$ cat src/include/ulsf_pkg.sv
package ulsf_pkg;

   // Register byte offsets on the Avalon-MM slave
   localparam logic [3:0] ADDR_LINE_STATUS      = 4'h0;
   localparam logic [3:0] ADDR_CONTROL          = 4'h4;
   localparam logic [3:0] ADDR_TRANSMIT_HOLDING = 4'h8;

   // Line status bit positions
   localparam int LS_THRE_BIT = 5;
   localparam int LS_BRK_BIT  = 4;
   localparam int LS_FE_BIT   = 3;
   localparam int LS_PE_BIT   = 2;

   // Control register reset value
   localparam logic [6:0] CONTROL_RESET = 7'h00;

   // Word length codes: 5, 6, 7 or 8 data bits
   localparam logic [1:0] WLEN_5 = 2'h0;
   localparam logic [1:0] WLEN_6 = 2'h1;
   localparam logic [1:0] WLEN_7 = 2'h2;
   localparam logic [1:0] WLEN_8 = 2'h3;

   // Data bit masks for each word length
   localparam logic [7:0] MASK_5 = 8'h1f;
   localparam logic [7:0] MASK_6 = 8'h3f;
   localparam logic [7:0] MASK_7 = 8'h7f;
   localparam logic [7:0] MASK_8 = 8'hff;

   // Software control fields, high bit first
   typedef struct packed {
      logic       two_stop;
      logic [1:0] word_len;
      logic       even_par;
      logic       par_en;
      logic       thre_ie;
      logic       fifo_en;
   } ulsf_ctrl_s;

   // Character as the receive checker hands it over
   typedef struct packed {
      logic [7:0] data;
      logic       parity;
      logic [1:0] stop;
   } ulsf_rx_char_s;

   // Error flags kept with each received character
   typedef struct packed {
      logic brk;
      logic fe;
      logic pe;
   } ulsf_flags_s;

   // Break tracking, one Gray step
   typedef enum logic [0:0] {
      BRK_IDLE = 1'b0,
      BRK_HOLD = 1'b1
   } ulsf_brk_e;

endpackage

$ cat src/ulsf_top.sv
// How it works
// - No FIFO: holding-empty sets when the character moves to the shifter.
// - No FIFO: holding-empty clears as the CPU writes the holding register.
// - FIFO: holding-empty follows an empty transmit FIFO, clears on a write.
// - Interrupt request while holding-empty is set and its enable is on.
// - Break flag sets when a frame up to its first stop bit is received low.
// - FIFO: only one character is stored for each break, however long.
// - Framing error sets when a used stop bit is sampled low.
// - Parity error sets when parity disagrees with the programmed mode.
// - FIFO: error flags are stored per entry and shown for the head entry.
// - Break, framing and parity flags are zero after reset and when absent.
//
// The implementer's own choices: the Avalon-MM interface to the registers and the register addresses.
module ulsf_top #(
   parameter int DEPTH = 16
) (
   input  wire logic                   ref_clk,
   input  wire logic                   rst,
   input  wire logic [3:0]             avs_address,
   input  wire logic                   avs_read,
   input  wire logic                   avs_write,
   input  wire logic [31:0]            avs_writedata,
   output logic      [31:0]            avs_readdata,
   output logic                        avs_waitrequest,
   output logic                        tx_load,
   output logic      [7:0]             tx_load_data,
   input  wire logic                   tx_transfer,
   input  wire logic                   tx_fifo_empty,
   input  wire logic                   rx_char_valid,
   input  wire ulsf_pkg::ulsf_rx_char_s rx_char,
   input  wire logic                   rx_line,
   output logic                        rx_push,
   output logic      [7:0]             rx_push_data,
   input  wire logic                   rx_pop,
   output logic                        thre_irq
);

   localparam int PW = $clog2(DEPTH);
   localparam logic [PW:0] CNT_FULL = (PW+1)'(DEPTH);
   localparam logic [PW:0] CNT_ZERO = '0;
   localparam logic [PW:0] CNT_ONE  = (PW+1)'(1);
   localparam logic [PW-1:0] PTR_ONE = PW'(1);

   // Data bit mask for the programmed word length
   function automatic logic [7:0] wmask(input logic [1:0] wl);
      unique case (wl)
         ulsf_pkg::WLEN_5: wmask = ulsf_pkg::MASK_5;
         ulsf_pkg::WLEN_6: wmask = ulsf_pkg::MASK_6;
         ulsf_pkg::WLEN_7: wmask = ulsf_pkg::MASK_7;
         ulsf_pkg::WLEN_8: wmask = ulsf_pkg::MASK_8;
      endcase
   endfunction

   ulsf_pkg::ulsf_ctrl_s  ctrl_reg;
   logic                  ack_reg;
   logic [31:0]           rdata_reg;
   logic                  thre_reg;
   ulsf_pkg::ulsf_flags_s flags_reg;
   ulsf_pkg::ulsf_flags_s flags_next;
   logic                  present;
   ulsf_pkg::ulsf_brk_e   brk_state_reg;
   ulsf_pkg::ulsf_flags_s mem [DEPTH];
   logic [PW-1:0]         wr_ptr_reg;
   logic [PW-1:0]         rd_ptr_reg;
   logic [PW:0]           count_reg;
   logic                  tx_load_reg;
   logic [7:0]            tx_data_reg;
   logic                  push_reg;
   logic [7:0]            push_data_reg;
   logic                  fresh_reg;

   // Bus handshake: every access waits one cycle
   logic req;
   logic acc;
   logic rd_status;
   logic wr_holding;
   logic wr_control;
   assign req        = avs_read | avs_write;
   assign acc        = req & ack_reg;
   assign rd_status  = acc & avs_read
                       & (avs_address == ulsf_pkg::ADDR_LINE_STATUS);
   assign wr_holding = acc & avs_write
                       & (avs_address == ulsf_pkg::ADDR_TRANSMIT_HOLDING);
   assign wr_control = acc & avs_write
                       & (avs_address == ulsf_pkg::ADDR_CONTROL);
   assign avs_waitrequest = req & ~ack_reg;
   assign avs_readdata    = rdata_reg;

   // Acknowledge pulses in the cycle after a request appears
   always_ff @(posedge ref_clk) begin
      if (rst) begin
         ack_reg <= 1'b0;
      end else begin
         ack_reg <= req & ~ack_reg;
      end
   end

   // Read data captured while waitrequest is high
   always_ff @(posedge ref_clk) begin
      if (rst) begin
         rdata_reg <= 32'h0000_0000;
      end else if (avs_read & ~ack_reg) begin
         rdata_reg <= 32'h0000_0000;
         if (avs_address == ulsf_pkg::ADDR_LINE_STATUS) begin
            rdata_reg[ulsf_pkg::LS_THRE_BIT] <= thre_reg;
            rdata_reg[ulsf_pkg::LS_BRK_BIT]  <= flags_reg.brk;
            rdata_reg[ulsf_pkg::LS_FE_BIT]   <= flags_reg.fe;
            rdata_reg[ulsf_pkg::LS_PE_BIT]   <= flags_reg.pe;
         end else if (avs_address == ulsf_pkg::ADDR_CONTROL) begin
            rdata_reg[6:0] <= ctrl_reg;
         end
      end
   end

   // Control register
   always_ff @(posedge ref_clk) begin
      if (rst) begin
         ctrl_reg <= ulsf_pkg::CONTROL_RESET;
      end else if (wr_control) begin
         ctrl_reg <= avs_writedata[6:0];
      end
   end

   // Holding register load strobe and data towards the transmitter
   always_ff @(posedge ref_clk) begin
      if (rst) begin
         tx_load_reg <= 1'b0;
         tx_data_reg <= 8'h00;
      end else begin
         tx_load_reg <= wr_holding;
         if (wr_holding) begin
            tx_data_reg <= avs_writedata[7:0];
         end
      end
   end
   assign tx_load      = tx_load_reg;
   assign tx_load_data = tx_data_reg;

   // Holding-empty flag; a load beats a transfer in the same cycle
   always_ff @(posedge ref_clk) begin
      if (rst) begin
         thre_reg <= 1'b1;
      end else if (wr_holding) begin
         thre_reg <= 1'b0;
      end else if (ctrl_reg.fifo_en) begin
         thre_reg <= tx_fifo_empty;
      end else if (tx_transfer) begin
         thre_reg <= 1'b1;
      end
   end

   // Interrupt request
   assign thre_irq = thre_reg & ctrl_reg.thre_ie;

   // Checks on the incoming character
   logic [7:0]            dmask;
   logic                  par_calc;
   logic                  stop_bad;
   logic                  line_low;
   ulsf_pkg::ulsf_flags_s cur;
   always_comb begin
      dmask    = wmask(ctrl_reg.word_len);
      par_calc = ^(rx_char.data & dmask) ^ ~ctrl_reg.even_par;
      stop_bad = ~rx_char.stop[0] | (ctrl_reg.two_stop & ~rx_char.stop[1]);
      line_low = ((rx_char.data & dmask) == 8'h00)
                 & ~(ctrl_reg.par_en & rx_char.parity)
                 & ~rx_char.stop[0];
      cur.brk  = line_low;
      cur.fe   = stop_bad;
      cur.pe   = ctrl_reg.par_en & (rx_char.parity != par_calc);
   end

   // One break character per low period
   logic take;
   assign take = rx_char_valid
                 & ~((brk_state_reg == ulsf_pkg::BRK_HOLD) & cur.brk);

   always_ff @(posedge ref_clk) begin
      if (rst) begin
         brk_state_reg <= ulsf_pkg::BRK_IDLE;
      end else begin
         unique case (brk_state_reg)
            ulsf_pkg::BRK_IDLE: begin
               if (take & cur.brk) begin
                  brk_state_reg <= ulsf_pkg::BRK_HOLD;
               end
            end
            ulsf_pkg::BRK_HOLD: begin
               if (rx_line) begin
                  brk_state_reg <= ulsf_pkg::BRK_IDLE;
               end
            end
         endcase
      end
   end

   // Per-entry flag store mirroring the receive FIFO
   logic push;
   logic pop;
   assign push = take & ctrl_reg.fifo_en & (count_reg != CNT_FULL);
   assign pop  = rx_pop & ctrl_reg.fifo_en & (count_reg != CNT_ZERO);

   always_ff @(posedge ref_clk) begin
      if (push) begin
         mem[wr_ptr_reg] <= cur;
      end
   end

   always_ff @(posedge ref_clk) begin
      if (rst | ~ctrl_reg.fifo_en) begin
         wr_ptr_reg <= '0;
         rd_ptr_reg <= '0;
         count_reg  <= CNT_ZERO;
      end else begin
         if (push) begin
            wr_ptr_reg <= wr_ptr_reg + PTR_ONE;
         end
         if (pop) begin
            rd_ptr_reg <= rd_ptr_reg + PTR_ONE;
         end
         if (push & ~pop) begin
            count_reg <= count_reg + CNT_ONE;
         end else if (pop & ~push) begin
            count_reg <= count_reg - CNT_ONE;
         end
      end
   end

   // Character handed to the data FIFO
   always_ff @(posedge ref_clk) begin
      if (rst) begin
         push_reg      <= 1'b0;
         push_data_reg <= 8'h00;
      end else begin
         push_reg <= push;
         if (push) begin
            push_data_reg <= rx_char.data & dmask;
         end
      end
   end
   assign rx_push      = push_reg;
   assign rx_push_data = push_data_reg;

   // Flags for the character now presented to software
   always_comb begin
      present    = 1'b0;
      flags_next = '0;
      if (~ctrl_reg.fifo_en) begin
         present    = take;
         flags_next = cur;
      end else if (pop & (count_reg > CNT_ONE)) begin
         present    = 1'b1;
         flags_next = mem[rd_ptr_reg + PTR_ONE];
      end else if (push & ((count_reg == CNT_ZERO) | pop)) begin
         present    = 1'b1;
         flags_next = cur;
      end else if (pop) begin
         present    = 1'b1;
      end
   end

   // Set when a character is shown after the last read data was captured
   always_ff @(posedge ref_clk) begin
      if (rst) begin
         fresh_reg <= 1'b0;
      end else if (present) begin
         fresh_reg <= 1'b1;
      end else if (avs_read & ~ack_reg) begin
         fresh_reg <= 1'b0;
      end
   end

   // Shown flags: a new character wins over a status read
   always_ff @(posedge ref_clk) begin
      if (rst) begin
         flags_reg <= '0;
      end else if (present) begin
         flags_reg <= flags_next;
      end else if (rd_status & ~fresh_reg) begin
         flags_reg <= '0;
      end
   end
endmodule

$ cat config.mk
export PLATFORM = sky130hd
export DESIGN_NAME = ulsf_top
export DESIGN_NICKNAME = d
export VERILOG_FILES = /design/src/include/ulsf_pkg.sv /design/src/ulsf_top.sv
export SDC_FILE = /design/constraint.sdc
export NUM_CORES = 1
export LEC_CHECK = 0
export BUFFER_PORTS_ARGS = -buffer_cell sky130_fd_sc_hd__buf_4
export CORE_UTILIZATION = 43
export CTS_CLUSTER_DIAMETER = 100
export CTS_CLUSTER_SIZE = 20
export DETAILED_ROUTE_END_ITERATION = 6
export GPL_ROUTABILITY_DRIVEN = 0
export PLACE_DENSITY = 0.66
export SLEW_MARGIN = 10
export SYNTH_ARGS = -nofsm -noshare
export SYNTH_HDL_FRONTEND = slang
export SYNTH_SLANG_ARGS = --single-unit
export TNS_END_PERCENT = 100
$ cat constraint.sdc
create_clock -name ref_clk -period 4.1 [get_ports ref_clk]
set_clock_uncertainty 0.05 [all_clocks]
set_input_delay 0.205 -clock ref_clk [delete_from_list [all_inputs] [get_ports ref_clk]]
set_output_delay 0.205 -clock ref_clk [all_outputs]
set_load 0.02 [all_outputs]
==> results_tabular.tex <==
\begin{tabular}{lr}
\hline
Metric & Value \\
\hline
\multicolumn{2}{l}{\textbf{Floorplan}} \\
Total I/O pin count & 108 \\
Starting utilization of the core area & 44.5\% \\
Rows & 37 \\
DIE AREA & 11100 µm² \\
Horizontal die dimension & 105 µm \\
Total core area & 10300 µm² \\
Height of the die & 105 µm \\
\multicolumn{2}{l}{\textbf{Yosys}} \\
Compound-Gate Fraction of Synth Area & 6.54\% \\
Simple-gate portion of the synthesized area & 14.7\% \\
Number of distinct library cell variants in the gate-level netlist after synthesis & 49 \\
Dominant combinational cell family by area after synthesis & simple AND/OR/NAND/NOR gates \\
Fraction of synthesized cell area taken by the top area cell type & 31.4\% \\
Mean Syn Cell Area & 11.5 µm² \\
Arithmetic-cell share of the synthesized area counting full adders, half adders and majority gates & 3.54\% \\
Yosys top cell by area & sky130\_fd\_sc\_hd\_\_edfxtp\_1 \\
Combined area of all synthesized cells & 4590 µm² \\
Sequential area share after synthesis & 54.1\% \\
Synth Warn \# & 0 \\
Cells after synthesis & 398 \\
Flop and latch count out of synthesis & 100 \\
Ys async rst share & 0\% \\
Cells taking the most area after synthesis & sky130\_fd\_sc\_hd\_\_edfxtp\_1 (31\%), sky130\_fd\_sc\_hd\_\_dfxtp\_1 (23\%), sky130\_fd\_sc\_hd\_\_mux4\_2 (5.9\%) \\
Flip-flop cell with the highest count after synthesis & sky130\_fd\_sc\_hd\_\_dfxtp\_1 \\
Xor/xnor cell area share of the yosys netlist & 3.32\% \\
Number of enable-type register cells in the synthesized netlist & 48 \\
Multiplexer share of the synthesized area & 10.9\% \\
\multicolumn{2}{l}{\textbf{Outcome}} \\
Run status & complete, no violations \\
\multicolumn{2}{l}{\textbf{Power}} \\
Combinational Power Share & 6.2\% \\
Power density relative to cell area & 340 nW/µm² \\
Design internal power & 0.00138 W \\
Total power consumption of the routed design & 0.00179 W \\
Clock group share of total power & 35.3\% \\
Peak supply drop & 0.157 mV \\
Static power due to leakage & 1.98 nW \\
Sequential power share & 58.6\% \\
Net switching component of the power & 0.000418 W \\
Proportion of total power due to net switching & 23.3\% \\
\multicolumn{2}{l}{\textbf{Setup path}} \\
Type of origin of the critical path & register \\
Required time at the endpoint of the critical path & 4290 ps \\
Element type at the critical path end & register \\
Maximum net fanout on the critical path & 25 \\
Worst endpoint data arrival time & 3060 ps \\
Critical Setup Path Class & reg -> reg \\
\multicolumn{2}{l}{\textbf{CTS}} \\
Resized cells post-CTS & 0 \\
CTS Buffer Depth & 2 \\
Clock insertion delay at the later pin of the skew report & 370 ps \\
Master cell of the clock root buffer & sky130\_fd\_sc\_hd\_\_clkbuf\_8 \\
Buffer count from post-CTS setup fixing & 0 \\
Hold Buf Count CTS & 0 \\
Clock-pin transition on the worst setup and hold timing paths & 90 ps \\
Number of levels in the clock H-tree & 3 \\
Number of clock sinks & 100 \\
Inserted Clock Buffers & 9 \\
TritonCTS clock tree & done \\
\multicolumn{2}{l}{\textbf{Routing}} \\
ANT nets after route & 0 \\
DRC viols & 0 \\
Drt pass-1 iters & 4 \\
Wire length per cell & 15.3 µm \\
Post-detailed-routing wire length & 9100 µm \\
Drt via density & 5.07 \\
1st-iter DRT viols & 153 \\
Vias after detailed routing & 3014 \\
\multicolumn{2}{l}{\textbf{Global route}} \\
First-pass GRT wire length & 15200 µm \\
Total gr overflow & 0 \\
Largest net degree at the start of global routing & 38 \\
Via count of the first global-routing pass & 3021 \\
Initial antenna violation count & 0 \\
Global Route Usage Sum & 17.9\% \\
\multicolumn{2}{l}{\textbf{STA}} \\
Fin worst setup slack & 1230 ps \\
Worst-Margin Slew & 951 ps \\
Final worst-path cycle share & 69.9\% \\
Hold violation total from the final report & 0 \\
Unrepaired setup endpoints after global routing & false \\
Post-layout min period & 2870 ps \\
Highest Clock Rate & 349 MHz \\
Sum of negative setup slack & 0 ps \\
Final max-slew violation count & 0 \\
Final setup violating endpoints & 0 \\
Relative slew margins & 36.6\% \\
\multicolumn{2}{l}{\textbf{Final layout}} \\
Relative area change from synthesis to final layout & 14.9\% \\
\# fillers & 903 \\
NumNets Final & 523 \\
Share of post-route cells with drive strength above 1 & 22.0\% \\
Reg with most FFs & mem \\
Final cell utilization of the core & 51.1\% \\
Largest register FFs & 48 \\
Antenna cells & 0 \\
Final standard cell area without fillers & 5280 µm² \\
\multicolumn{2}{l}{\textbf{Hold path}} \\
Hold WC Path Type & in -> reg \\
\multicolumn{2}{l}{\textbf{Place}} \\
Placement Cell Area & 5080 µm² \\
Count of input and output buffers & 58 \\
Placed wire-length estimate after detailed placement & 6630 µm \\
Worst-case setup slack after placement & 1250 ps \\
\multicolumn{2}{l}{\textbf{Run}} \\
Count of maximum capacitance violations & 0 \\
\hline
\end{tabular}
-- cell families (layout without fill, tap and decap cells) --
kind of cell | after synthesis | count (layout)
buffers and inverters | 55 | 92
xor gates and xnor gates | 15 | 15
and+or+nand+nor | 132 | 132
DFF | 100 | 100
AOI/OAI and AO/OA | 47 | 47
adders and majority gates | 13 | 13
other | 1 | 25
muxes | 35 | 35
-- final cells by class --
class | count | area [µm²] | share of cell area, %
Multi-Input combinational cell | 267 | 1910 | 36.2
Inverter | 14 | 52.6 | 0.996
Tap cell | 136 | 170 | 3.23
Clock inverter | 7 | 73.8 | 1.40
Sequential cell | 100 | 2480 | 47.0
Timing Repair Buffer | 62 | 465 | 8.82
Clock buffer | 9 | 124 | 2.35
-- critical path, stage by stage (launching register included) --
cell,delay (ps)
sky130_fd_sc_hd__dfxtp_1,380
sky130_fd_sc_hd__o21ai_0,280
sky130_fd_sc_hd__ha_1,230
sky130_fd_sc_hd__nand4b_1,100
sky130_fd_sc_hd__a211o_1,300
sky130_fd_sc_hd__nand2_1,110
sky130_fd_sc_hd__inv_2,170
sky130_fd_sc_hd__ha_1,330
sky130_fd_sc_hd__or4_1,420
sky130_fd_sc_hd__a21oi_1,190
sky130_fd_sc_hd__xnor2_1,130
sky130_fd_sc_hd__nor2_1,50
-- path summary, 6_finish.rpt --
kind | startpoint | cells past startpoint | slack (ps) | endpoint
worst max-delay path | ctrl_reg[5] | 11 | 1230 | count_reg[3]
worst min-delay path | avs_writedata[7] | 3 | 30 | tx_load_data[7]
worst max register to register | ctrl_reg[5] | 11 | 1230 | count_reg[3]
worst min register to register | avs_readdata[1] | 2 | 410 | avs_readdata[1]
-- cell usage after synthesis, types with 5 or more instances --
cell type and instances:
sky130_fd_sc_hd__nor2_1 36, sky130_fd_sc_hd__nand3_1 11, sky130_fd_sc_hd__inv_1 12, sky130_fd_sc_hd__clkbuf_1 8, sky130_fd_sc_hd__xnor2_1 6, sky130_fd_sc_hd__mux4_2 12, sky130_fd_sc_hd__o21ai_0 5, sky130_fd_sc_hd__nand2_1 34
sky130_fd_sc_hd__nor3_1 7, sky130_fd_sc_hd__ha_1 13, sky130_fd_sc_hd__and3_1 16, sky130_fd_sc_hd__mux2i_1 23, sky130_fd_sc_hd__edfxtp_1 48, sky130_fd_sc_hd__buf_4 26, sky130_fd_sc_hd__a21oi_1 22, sky130_fd_sc_hd__xor2_1 7
sky130_fd_sc_hd__dfxtp_1 52
-- stage by stage --
| step | hold WS [ps] | std cells |
|---|---|---|
| 6_report | 31.2 | 595 |
| 2_1_floorplan | 291 | 422 |
| 3_3_place_gp | 390 | 579 |
| 4_1_cts | 21.6 | 595 |
| 5_1_grt | 27.4 | 595 |
| 3_5_place_dp | 399 | 579 |
-- cell usage in the layout (no fill, tap or decap), drive strengths merged, types with 3 or more instances in the layout --
cell type   n
a21oi      22
a221oi      4
and2        4
and3       16
buf        62
clkbuf      9
conb       25
dfxtp      52
edfxtp     48
ha         13
inv        16
mux2i      23
mux4       12
nand2      34
nand2b      3
nand3      11
nor2       36
nor2b       4
nor3        7
o211a       3
o21ai       5
xnor2       6
xor2        8
-- metal layers --
metal / vias to the layer above / wire [µm] / GRT usage [%]
li1: 1486 / - / -
met1: 1443 / 4200 / 23.8
met2: 78 / 4330 / 28.6
met3: 7 / 442 / 3.71
met4: 0 / 123 / 7.04
met5: - / 0 / 0
-- power groups by stage --
stage / logic, W / registers, W / clock network, W
CTS: 0.000111 / 0.00105 / 0.000646
floorplan: 0.0000792 / 0.00108 / 0
detailed placement: 0.000110 / 0.00107 / 0
global route: 0.000121 / 0.00105 / 0.000687
global placement: 0.000109 / 0.00107 / 0
finish: 0.000111 / 0.00105 / 0.000633
Power figures use the tool's default switching activity.
